--- src/exec_pkg.sv ---
/*
 * Constants, types and register map of the instruction execution block.
 * Assumes an AXI4-Lite master with 32-bit data and 8-bit byte addresses.
 */
package exec_pkg;

	// ==========================================================
	// Register map and field layout
	localparam logic [7:0] OFS_INSTR = 8'h00;
	localparam logic [7:0] OFS_CTRL  = 8'h04;
	localparam logic [7:0] OFS_ACC   = 8'h08;
	localparam logic [7:0] OFS_PC    = 8'h0c;
	localparam logic [7:0] OFS_WDOG  = 8'h10;
	localparam int INS_DEST_BIT = 4;
	localparam int INS_FILE_LSB = 8;
	localparam int INS_LIT_LSB  = 16;
	localparam int ST_BUSY      = 0;
	localparam int ST_ASLEEP    = 1;
	localparam int ST_ZERO      = 2;
	localparam int ST_CARRY     = 3;
	localparam int ST_TIMEOUT   = 4;
	localparam int ST_PDOWN     = 5;
	localparam int ST_INT_EN    = 6;
	localparam int CTRL_WAKE    = 0;
	localparam logic [1:0] RESP_OKAY   = 2'b00;
	localparam logic [1:0] RESP_SLVERR = 2'b10;

	// ==========================================================
	// Core sizes and reset values
	localparam int PC_W        = 13;
	localparam int SP_W        = 3;
	localparam int STACK_DEPTH = 8;
	localparam int FILE_AW     = 7;
	localparam int FILE_DEPTH  = 128;
	localparam logic TIMEOUT_RST = 1'b1;
	localparam logic PDOWN_RST   = 1'b1;
	localparam logic GIE_RST     = 1'b0;
	localparam logic [7:0] WDOG_CLR    = 8'h00;
	localparam logic [7:0] PRESCALE_TOP = 8'hff;

	// ==========================================================
	// Operation codes and controller states
	typedef enum logic [3:0] {
		OP_NOP    = 4'h0,
		OP_MOVE   = 4'h1,
		OP_RLC    = 4'h2,
		OP_RRC    = 4'h3,
		OP_RETURN = 4'h4,
		OP_RETLIT = 4'h5,
		OP_RETINT = 4'h6,
		OP_SLEEP  = 4'h7,
		OP_CALL   = 4'h8,
		OP_LOADF  = 4'h9
	} op_t;

	typedef enum logic [2:0] {
		S_IDLE  = 3'b001,
		S_FLUSH = 3'b010,
		S_SLEEP = 3'b100
	} state_t;

endpackage

--- src/exec_alu_if.sv ---
/*
 * Interface between the execution controller and its datapath.
 * Assumes both ends sit in the same clock domain; it is purely combinational.
 */
`timescale 1ns/1ps
`default_nettype none
interface exec_alu_if;
	logic [3:0] op;
	logic [7:0] operand;
	logic       carryIn;
	logic [7:0] result;
	logic       carryOut;
	logic       zeroOut;

	modport core (output op, output operand, output carryIn,
		input result, input carryOut, input zeroOut);
	modport alu (input op, input operand, input carryIn,
		output result, output carryOut, output zeroOut);
endinterface
`default_nettype wire

--- src/exec_alu.sv ---
/*
 * Combinational datapath for move and rotate-through-carry operations.
 * Assumes the controller decides where the result goes and which flags it keeps.
 */
`timescale 1ns/1ps
`default_nettype none
module exec_alu
	import exec_pkg::*;
(
	exec_alu_if.alu bus
);
	// ==========================================================
	// Result and flag generation
	// Carry passes through untouched for anything that is not a rotate.
	always_comb begin
		bus.result   = bus.operand;
		bus.carryOut = bus.carryIn;
		case (bus.op)
			OP_RLC: begin
				bus.result   = {bus.operand[6:0], bus.carryIn};
				bus.carryOut = bus.operand[7];
			end
			OP_RRC: begin
				bus.result   = {bus.carryIn, bus.operand[7:1]};
				bus.carryOut = bus.operand[0];
			end
			default: begin
				bus.result   = bus.operand;
				bus.carryOut = bus.carryIn;
			end
		endcase
		bus.zeroOut = (bus.result == 8'h00);
	end
endmodule
`default_nettype wire

--- src/exec_core.sv ---
/*
 * Instruction execution block: accumulator, file registers, flags, stack,
 * watchdog and sleep state, driven by instructions written over AXI4-Lite.
 * Assumes a single 200 MHz clock, one instruction cycle per clock.
 */
`timescale 1ns/1ps
`default_nettype none
module exec_core
	import exec_pkg::*;
(
	input  wire logic        clk,
	input  wire logic        rst_n,
	input  wire logic [7:0]  s_axi_awaddr,
	input  wire logic        s_axi_awvalid,
	output logic             s_axi_awready,
	input  wire logic [31:0] s_axi_wdata,
	input  wire logic [3:0]  s_axi_wstrb,
	input  wire logic        s_axi_wvalid,
	output logic             s_axi_wready,
	output logic [1:0]       s_axi_bresp,
	output logic             s_axi_bvalid,
	input  wire logic        s_axi_bready,
	input  wire logic [7:0]  s_axi_araddr,
	input  wire logic        s_axi_arvalid,
	output logic             s_axi_arready,
	output logic [31:0]      s_axi_rdata,
	output logic [1:0]       s_axi_rresp,
	output logic             s_axi_rvalid,
	input  wire logic        s_axi_rready
);
	// ==========================================================
	// Bus slave state
	logic        awHeld_reg, awHeld_next;
	logic        wHeld_reg, wHeld_next;
	logic [7:0]  awAddr_reg, awAddr_next;
	logic [31:0] wData_reg, wData_next;
	logic        bValid_reg, bValid_next;
	logic [1:0]  bResp_reg, bResp_next;
	logic        rValid_reg, rValid_next;
	logic [31:0] rData_reg, rData_next;
	logic [1:0]  rResp_reg, rResp_next;
	logic        writeFire, startNow, wakeNow;

	// ==========================================================
	// Core state
	state_t          state_reg, state_next;
	logic [7:0]      acc_reg, acc_next;
	logic            zero_reg, zero_next, carry_reg, carry_next;
	logic            timeout_reg, timeout_next, pdown_reg, pdown_next;
	logic            gie_reg, gie_next;
	logic [PC_W-1:0] pc_reg, pc_next;
	logic [SP_W-1:0] sp_reg, sp_next;
	logic [PC_W-1:0] stack_reg [STACK_DEPTH];
	logic [PC_W-1:0] stack_next [STACK_DEPTH];
	logic [7:0]      wdog_reg, wdog_next, presc_reg, presc_next;
	logic [7:0]      fileMem [FILE_DEPTH];
	logic            fileWe;
	logic [7:0]      fileData;
	op_t             insOp;
	logic            insDest;
	logic [6:0]      insFile;
	logic [7:0]      insLit;
	logic [PC_W-1:0] stackTop;
	exec_alu_if      aluBus ();

	exec_alu u_alu (
		.bus (aluBus.alu)
	);

	// Byte strobes mask the staged word so partial writes land as zeros.
	assign insOp    = op_t'(wData_reg[3:0]);
	assign insDest  = wData_reg[INS_DEST_BIT];
	assign insFile  = wData_reg[INS_FILE_LSB +: FILE_AW];
	assign insLit   = wData_reg[INS_LIT_LSB +: 8];
	assign stackTop = stack_reg[sp_reg - 3'd1];
	assign aluBus.op      = insOp;
	assign aluBus.operand = fileMem[insFile];
	assign aluBus.carryIn = carry_reg;

	// Write readies are combinational from the hold flags and the read ready from the read valid flop; valid, response and data outputs come from flops.
	assign s_axi_awready = !awHeld_reg;
	assign s_axi_wready  = !wHeld_reg;
	assign s_axi_bvalid  = bValid_reg;
	assign s_axi_bresp   = bResp_reg;
	assign s_axi_arready = !rValid_reg;
	assign s_axi_rvalid  = rValid_reg;
	assign s_axi_rdata   = rData_reg;
	assign s_axi_rresp   = rResp_reg;

	// A write completes once address and data are both staged and no
	// response is still waiting; an instruction written while busy is dropped.
	assign writeFire = awHeld_reg && wHeld_reg && !bValid_reg;
	assign startNow  = writeFire && (awAddr_reg == OFS_INSTR) && (state_reg == S_IDLE);
	assign wakeNow   = writeFire && (awAddr_reg == OFS_CTRL) && wData_reg[CTRL_WAKE];

	// ==========================================================
	// Bus next-state logic
	always_comb begin
		awHeld_next = awHeld_reg && !writeFire;
		wHeld_next  = wHeld_reg && !writeFire;
		awAddr_next = awAddr_reg;
		wData_next  = wData_reg;
		if (s_axi_awvalid && !awHeld_reg) begin
			awHeld_next = 1'b1;
			awAddr_next = s_axi_awaddr;
		end
		if (s_axi_wvalid && !wHeld_reg) begin
			wHeld_next = 1'b1;
			wData_next = s_axi_wdata & {{8{s_axi_wstrb[3]}}, {8{s_axi_wstrb[2]}},
				{8{s_axi_wstrb[1]}}, {8{s_axi_wstrb[0]}}};
		end
		bValid_next = writeFire || (bValid_reg && !s_axi_bready);
		bResp_next  = bResp_reg;
		if (writeFire) begin
			bResp_next = (awAddr_reg == OFS_INSTR || awAddr_reg == OFS_CTRL) ?
				RESP_OKAY : RESP_SLVERR;
		end
		rValid_next = rValid_reg && !s_axi_rready;
		rData_next  = rData_reg;
		rResp_next  = rResp_reg;
		if (s_axi_arvalid && !rValid_reg) begin
			rValid_next = 1'b1;
			rResp_next  = RESP_OKAY;
			case (s_axi_araddr)
				OFS_CTRL: rData_next = {25'h0000000, gie_reg, pdown_reg, timeout_reg,
					carry_reg, zero_reg, state_reg == S_SLEEP, state_reg != S_IDLE};
				OFS_ACC:  rData_next = {24'h000000, acc_reg};
				OFS_PC:   rData_next = {19'h00000, pc_reg};
				OFS_WDOG: rData_next = {16'h0000, presc_reg, wdog_reg};
				default: begin
					rData_next = 32'h00000000;
					rResp_next = RESP_SLVERR;
				end
			endcase
		end
	end

	always_ff @(posedge clk or negedge rst_n) begin
		if (!rst_n) begin
			awHeld_reg <= 1'b0;
			wHeld_reg  <= 1'b0;
			awAddr_reg <= 8'h00;
			wData_reg  <= 32'h00000000;
			bValid_reg <= 1'b0;
			bResp_reg  <= RESP_OKAY;
			rValid_reg <= 1'b0;
			rData_reg  <= 32'h00000000;
			rResp_reg  <= RESP_OKAY;
		end else begin
			awHeld_reg <= awHeld_next;
			wHeld_reg  <= wHeld_next;
			awAddr_reg <= awAddr_next;
			wData_reg  <= wData_next;
			bValid_reg <= bValid_next;
			bResp_reg  <= bResp_next;
			rValid_reg <= rValid_next;
			rData_reg  <= rData_next;
			rResp_reg  <= rResp_next;
		end
	end

	// ==========================================================
	// Core next-state logic
	// The watchdog keeps counting in sleep; it runs from clk through the prescaler.
	always_comb begin
		state_next   = state_reg;
		acc_next     = acc_reg;
		zero_next    = zero_reg;
		carry_next   = carry_reg;
		timeout_next = timeout_reg;
		pdown_next   = pdown_reg;
		gie_next     = gie_reg;
		pc_next      = pc_reg;
		sp_next      = sp_reg;
		stack_next   = stack_reg;
		fileWe       = 1'b0;
		fileData     = aluBus.result;
		presc_next   = presc_reg + 8'h01;
		wdog_next    = (presc_reg == PRESCALE_TOP) ? wdog_reg + 8'h01 : wdog_reg;
		case (state_reg)
			S_IDLE: begin
				if (startNow) begin
					pc_next = pc_reg + 13'd1;
					case (insOp)
						OP_MOVE, OP_RLC, OP_RRC: begin
							if (insDest) begin
								fileWe = 1'b1;
							end else begin
								acc_next = aluBus.result;
							end
							if (insOp == OP_MOVE) begin
								zero_next = aluBus.zeroOut;
							end else begin
								carry_next = aluBus.carryOut;
							end
						end
						OP_RETURN, OP_RETLIT, OP_RETINT: begin
							pc_next    = stackTop;
							sp_next    = sp_reg - 3'd1;
							state_next = S_FLUSH;
							if (insOp == OP_RETLIT) begin
								acc_next = insLit;
							end
							if (insOp == OP_RETINT) begin
								gie_next = 1'b1;
							end
						end
						OP_SLEEP: begin
							wdog_next    = WDOG_CLR;
							presc_next   = WDOG_CLR;
							timeout_next = 1'b1;
							pdown_next   = 1'b0;
							state_next   = S_SLEEP;
						end
						OP_CALL: begin
							stack_next[sp_reg] = pc_reg + 13'd1;
							sp_next            = sp_reg + 3'd1;
							pc_next            = {5'h00, insLit};
							state_next         = S_FLUSH;
						end
						OP_LOADF: begin
							fileWe   = 1'b1;
							fileData = insLit;
						end
						default: begin
							pc_next = pc_reg + 13'd1;
						end
					endcase
				end
			end
			S_FLUSH: state_next = S_IDLE;
			S_SLEEP: begin
				if (wakeNow) begin
					state_next = S_IDLE;
				end
			end
			default: state_next = S_IDLE;
		endcase
	end

	always_ff @(posedge clk or negedge rst_n) begin
		if (!rst_n) begin
			state_reg   <= S_IDLE;
			acc_reg     <= 8'h00;
			zero_reg    <= 1'b0;
			carry_reg   <= 1'b0;
			timeout_reg <= TIMEOUT_RST;
			pdown_reg   <= PDOWN_RST;
			gie_reg     <= GIE_RST;
			pc_reg      <= 13'd0;
			sp_reg      <= 3'd0;
			stack_reg   <= '{default: 13'd0};
			wdog_reg    <= WDOG_CLR;
			presc_reg   <= WDOG_CLR;
		end else begin
			state_reg   <= state_next;
			acc_reg     <= acc_next;
			zero_reg    <= zero_next;
			carry_reg   <= carry_next;
			timeout_reg <= timeout_next;
			pdown_reg   <= pdown_next;
			gie_reg     <= gie_next;
			pc_reg      <= pc_next;
			sp_reg      <= sp_next;
			stack_reg   <= stack_next;
			wdog_reg    <= wdog_next;
			presc_reg   <= presc_next;
		end
	end

	// File registers are plain storage with no reset, like real RAM.
	always_ff @(posedge clk) begin
		if (fileWe) begin
			fileMem[insFile] <= fileData;
		end
	end
endmodule
`default_nettype wire

--- config.mk ---
export PLATFORM = sky130hd
export DESIGN_NAME = exec_core
export DESIGN_NICKNAME = d
export VERILOG_FILES = /design/src/exec_pkg.sv /design/src/exec_alu_if.sv /design/src/exec_alu.sv /design/src/exec_core.sv
export SDC_FILE = /design/constraint.sdc
export NUM_CORES = 1
export LEC_CHECK = 0
export BUFFER_PORTS_ARGS = -buffer_cell sky130_fd_sc_hd__buf_2
export CAP_MARGIN = 0
export CORE_MARGIN = 4
export CORE_UTILIZATION = 32
export DETAILED_ROUTE_END_ITERATION = 8
export PLACE_DENSITY = 0.46
export SLEW_MARGIN = 20
export SYNTH_ARGS = -nofsm -noshare
export SYNTH_HDL_FRONTEND = slang
export SYNTH_HIERARCHICAL = 1
export SYNTH_SLANG_ARGS = --single-unit
--- constraint.sdc ---
create_clock -name clk -period 10.3 [get_ports clk]
set_input_delay 1.545 -clock clk [delete_from_list [all_inputs] [get_ports clk]]
set_output_delay 1.545 -clock clk [all_outputs]
set_load 0.01 [all_outputs]
# Yosys cells after proc, flatten, opt, wreduce, memory -nomap -nowiden
# Memories as Yosys holds them, arrays and structs flattened.
# Cells that the tools add are included.
[word_totals]
regBits = 223
ram_bits = 1024
out_inout_bits = 41
word_cells = 143
memories = 1
[op_classes]
addsub = 5
n_lt_le_gt_ge = 3
eq_ne = 23
n_mux = 39
n_bitwise = 4
n_reduce_logical = 41
[memory_table]
columns = ["name", "depth", "width", "read_ports", "rd_ports_with_merged_regs", "write_ports", "line", "text"]
rows = [
  ["fileMem", 128, 8, 1, 0, 1, "exec_core.sv:56", "logic [7:0] fileMem [FILE_DEPTH];"],
]
[ops]
columns = ["cell", "n"]
rows = [
  ["$bwmux 104", 1],
  ["$mux 8", 12],
  ["$pmux 16 s4", 1],
  ["$bmux 13 s3", 1],
  ["$demux 13 s3", 1],
  ["$mux 13", 3],
  ["$pmux 8 s2", 2],
  ["$pmux 13 s2", 1],
  ["$and 24x24->24", 1],
  ["$pmux 3 s2", 3],
  ["$add 8x1->8 const B", 2],
  ["$eq 4x3->1 const B", 4],
  ["$eq 8x3->1 const B", 2],
  ["$eq 8x4->1 const B", 2],
  ["$logic_not 8->1", 2],
  ["$logic_and 1x1->1", 14],
  ["$add 13x1->13 const B", 1],
  ["$reduce_and 3->1", 4],
  ["$reduce_and 5->1", 2],
  ["$eq 4x2->1 const B", 2],
  ["$eq 4x4->1 const B", 2],
  ["$eq 8x5->1 const B", 1],
  ["$eq 8x8->1 const B", 1],
  ["$ge 4x4->1 const B", 2],
  ["22 further kinds", 48],
]

# Depth between registers and ports, before layout
[logic_depth]
depth_word = 8
depth_mapped = 16
mapped_depth_nobuf = 11

# By module
# Netlist, hierarchy kept.
[modules_own_cells]
columns = ["module", "n_inst", "cells_each", "area_per_inst_um2", "seq_area_each_um2"]
rows = [
  ["exec_core", 1, 3359, 50066.8, 35781.8],
  ["exec_alu", 1, 45, 309.0, 0.0],
]

# Least setup slack after synthesis
# No wires, ideal clock.
[synth_timing]
path_type = "flip-flop to flip-flop"
from = "register wData_reg[8]"
to = "memory fileMem[0][3], data pin"
setup_ns = 0.378
t_arrival_ns = 3.508
required_time_ns = 9.922
path_slack_ns = 6.414
stages_incl_launch_ff = 14
path_buffers = 5
path_cell_list = "dfrtp_1 -> buf_4 -> buf_4 -> nor2_1 -> buf_2 -> buf_2 -> buf_2 -> a22oi_1 -> o221ai_1 -> o22ai_1 -> a211oi_1 -> mux2i_1 -> a21oi_1 -> mux2_2"
[synth_between]
elab_chain_cells = 5
[synth_rtl]
columns = ["element", "line", "text"]
rows = [
  ["start: declaration", "exec_core.sv:36", "logic [31:0] wData_reg, wData_next;"],
  ["start signal: assignment", "exec_core.sv:153", "wData_reg <= wData_next;"],
  ["$mem_v2 128x8 *", "n/a", ""],
  ["via aluBus.operand[2]", "exec_alu_if.sv:9", "logic [7:0] operand;"],
  ["$pmux 8 s2 *", "exec_alu.sv:18", "case (bus.op)"],
  ["via aluBus.result[3]", "exec_alu_if.sv:11", "logic [7:0] result;"],
  ["$mux 8", "exec_core.sv:184", "case (insOp)"],
  ["$mux 8", "exec_core.sv:182", "if (startNow) begin"],
  ["$mux 8 *", "exec_core.sv:180", "case (state_reg)"],
  ["via fileData[3]", "exec_core.sv:58", "logic [7:0] fileData;"],
  ["end: declaration", "exec_core.sv:56", ""],
]
# Mark *: on every way through the listed nets, which the timed path passes. The rest lies on a longest branch.

# Final worst setup path
[layout_timing]
from = "register wData_reg[9]"
to = "memory fileMem[81][3], data pin"
# The elaborated chain is that of the path after synthesis.

==> run metrics <==
Post-synth top cells edfxtp_1 (1024), nor2_1 (276), nand2_1 (250); WP buf/inv 3; root buf cell clkbuf_16; Setup crit start wData_reg[9]; reg2reg end fileMem[81][3]; vias in the first global route 30469; P_leak 18.91 nW; Rel. slew slack 14.89%; CP max stage delay 1.11 ns; outcome finished, final reports clean; CTS sink cnt 1225; total CTS buffers 138; DR WL/cell 29.33 um; DRT Wirelength 164.8 mm; setup slack, reg-to-reg 3.43 ns; XOR/XNOR Fraction of Synth Area 0.4694%; initial antenna violation count 2; Worst Path Max Fanout 85; Power Density 366.5 nW/um^2; Peak VDD IR 0.5179 mV; largest net degree at the start of global routing 102; Hold Crit Class flop to flop; first drt pass iteration count 8; initial core utilization 32.21%; worst setup path class flop to flop; DRC Markers 0; critical path data arrival time 7.34 ns; CP max stage cell nor2_1; Adder-Cell Fraction of Synth Area 0.1242%; Hold Fails Final Rpt 0; Final period util 66.65%; largest family of logic cells by synthesized area compound AO/OA/AOI/OAI gates; layout cells sized above 1 15.82%; EDFF count, synth 1024; Post-Place Cells 5369; Port Buffer Count 68; Worst R2R Start wData_reg[9]; max reg flops 1024; compound-cell area share of the yosys netlist 12.44%; core area 156400 um^2; area leader, netlist edfxtp_1; Crit path max-delay family compound AO/OA/AOI/OAI gates; CTS tree built; Antenna Nets Post-Route 0; Post-Synth Simple-Gate Area 7.295%; Seq/Total Area, Yosys 71.03%; Die ar. 163800 um^2; Syn Area/Cell 14.80 um^2; die height 404.8 um; slew of the pin with the lowest slew margin 1.272 ns; RSZ-0062 raised after global routing false; setup TNS 0 ns; detailed placement HPWL 97.09 mm; Ports 100; Worst Setup Start Kind flop; first-pass GRT wire length 234.0 mm; top cell type's share of synthesized area 61.04%; Pwr Total 21.01 mW; initial drt markers 3066; Final Skew 0.04730 ns; data required time of the worst path 10.78 ns; Main synth FF type edfxtp_1; Layout area overhead 13.78%; CP endpoint kind flop; Hold Buf Count CTS 0; post-synthesis cell type count 90; cell with the most instances after synthesis edfxtp_1; routability cong. 0.8093; total track usage 19.87%; Crit path depth 12; crit path to fileMem[81][3]; largest cells by area after synthesis edfxtp_1 (61%), dfrtp_1 (9.9%), mux4_2 (2.3%), a221oi_1 (2.1%), nor2_1 (2.1%); Post-synth ARST share 16.41%; Remaining Overflow, GRT 0; Seq cells post-synth 1225; Max Cap Viol 0; num rows 145; fmax 145.7 MHz; Vias/cell 5.520; synthesized area 50380 um^2; Max Slew Vio Count 0; post-synthesis mux area share 5.792%; Syn. warnings 6; count of non-filler cells in the finished layout 5619; CTS clk-pin slew, worst paths 0.06 ns; Cells after Synth 3404; min Tclk post-route 6.865 ns; clk_lat worst skew 0.79 ns; final net count 3515; Die W 404.8 um; vias 31016; cells resized by post-CTS repair 0; post-CTS setup buffers 0; Hold WS 0.4740 ns; CP Cell Sequence buf_12, nor2b_4, buf_12, nor2_1, a2bb2oi_1, nand4b_1, o22ai_1, a211oi_1, nor2_1, a21oi_1, mux2_4, buf_4; reg2reg path depth 12; htree depth 4; setup violators final 0; CTS Buffer Depth 3
-- final cells by class --
type / count / area (um^2)
inverters: 23 / 88.84
clock inverters: 68 / 694.4
repair buffers: 156 / 1085
well taps: 2058 / 2575
clock buffers: 180 / 3724
flip-flops and latches: 1225 / 35790
diodes: 2 / 5.005
multi-input cells: 1907 / 13350
fillers: 14924 / 99070
-- worst reg2reg max path: stages (launching register included) --
cell and delay (ns):
dfrtp_4 0.71, buf_12 0.50, nor2b_4 0.09, buf_12 0.21
nor2_1 1.33, a2bb2oi_1 0.38, nand4b_1 0.20, o22ai_1 0.10
a211oi_1 1.01, nor2_1 0.11, a21oi_1 0.32, mux2_4 0.83
buf_4 0.76
-- kinds of logic after synthesis --
group / after synthesis
AO/OA/AOI/OAI: 871
XOR/XNOR: 27
adder cells (fa/ha/maj): 5
buffers and inverters: 289
flip-flops: 1225
multiplexers: 218
other: 1
AND/OR/NAND/NOR: 768
-- through the flow --
stage / util [%] / instance area [um^2] / setup slack [ns]
5_1_grt: 36.65 / 57320 / 3.431
3_5_place_dp: 33.82 / 52890 / 3.723
4_1_cts: 36.65 / 57310 / 3.694
3_3_place_gp: 33.82 / 52890 / 3.775
2_1_floorplan: - / 50440 / 6.414
6_report: 36.65 / 57320 / 3.435
-- worst min path at each step --
stage	depth (start not counted)	from	endpoint
final	2	stack_reg[38]	stack_reg[38]
after global routing	1	pdown_reg	pdown_reg
after CTS	2	stack_reg[49]	stack_reg[49]
after detailed placement	2	stack_reg[49]	stack_reg[49]
after global placement	2	stack_reg[91]	stack_reg[91]
after floorplan	1	gie_reg	gie_reg
-- power breakdown --
part           internal, mW  leakage (nW)  total [mW]  switching [mW]
Combinational          1.71          4.83        7.92            6.22
Clock                  2.75          2.14        4.84            2.09
Sequential             8.05          11.9        8.24           0.193
Total                  12.5          18.9        21.0            8.50
-- layout by cell type, fill, tap and decap left out, drive strengths merged, types with 21 or more instances in the layout --
master	count
edfxtp	1024
nor2	276
nand2	250
dfrtp	199
clkbuf	181
a21oi	158
buf	155
o21ai	154
a221oi	120
a22oi	96
mux2i	89
mux2	78
clkinv	52
mux4	51
o22ai	43
a22o	41
nand3b	39
a222oi	38
nor2b	31
nand3	29
inv	29
a21bo	28
nor3	25
a221o	24
a31oi	21
-- routing by layer --
metal | global-route usage [%] | vias to the layer above | routed length [um]
met3 | 4.071 | 275 | 10960
met4 | 6.849 | 0 | 5516
met5 | 0 | - | 0
met2 | 30.87 | 1111 | 75480
met1 | 27.75 | 16176 | 72840
li1 | - | 13454 | -
Power figures use the tool's default switching activity.
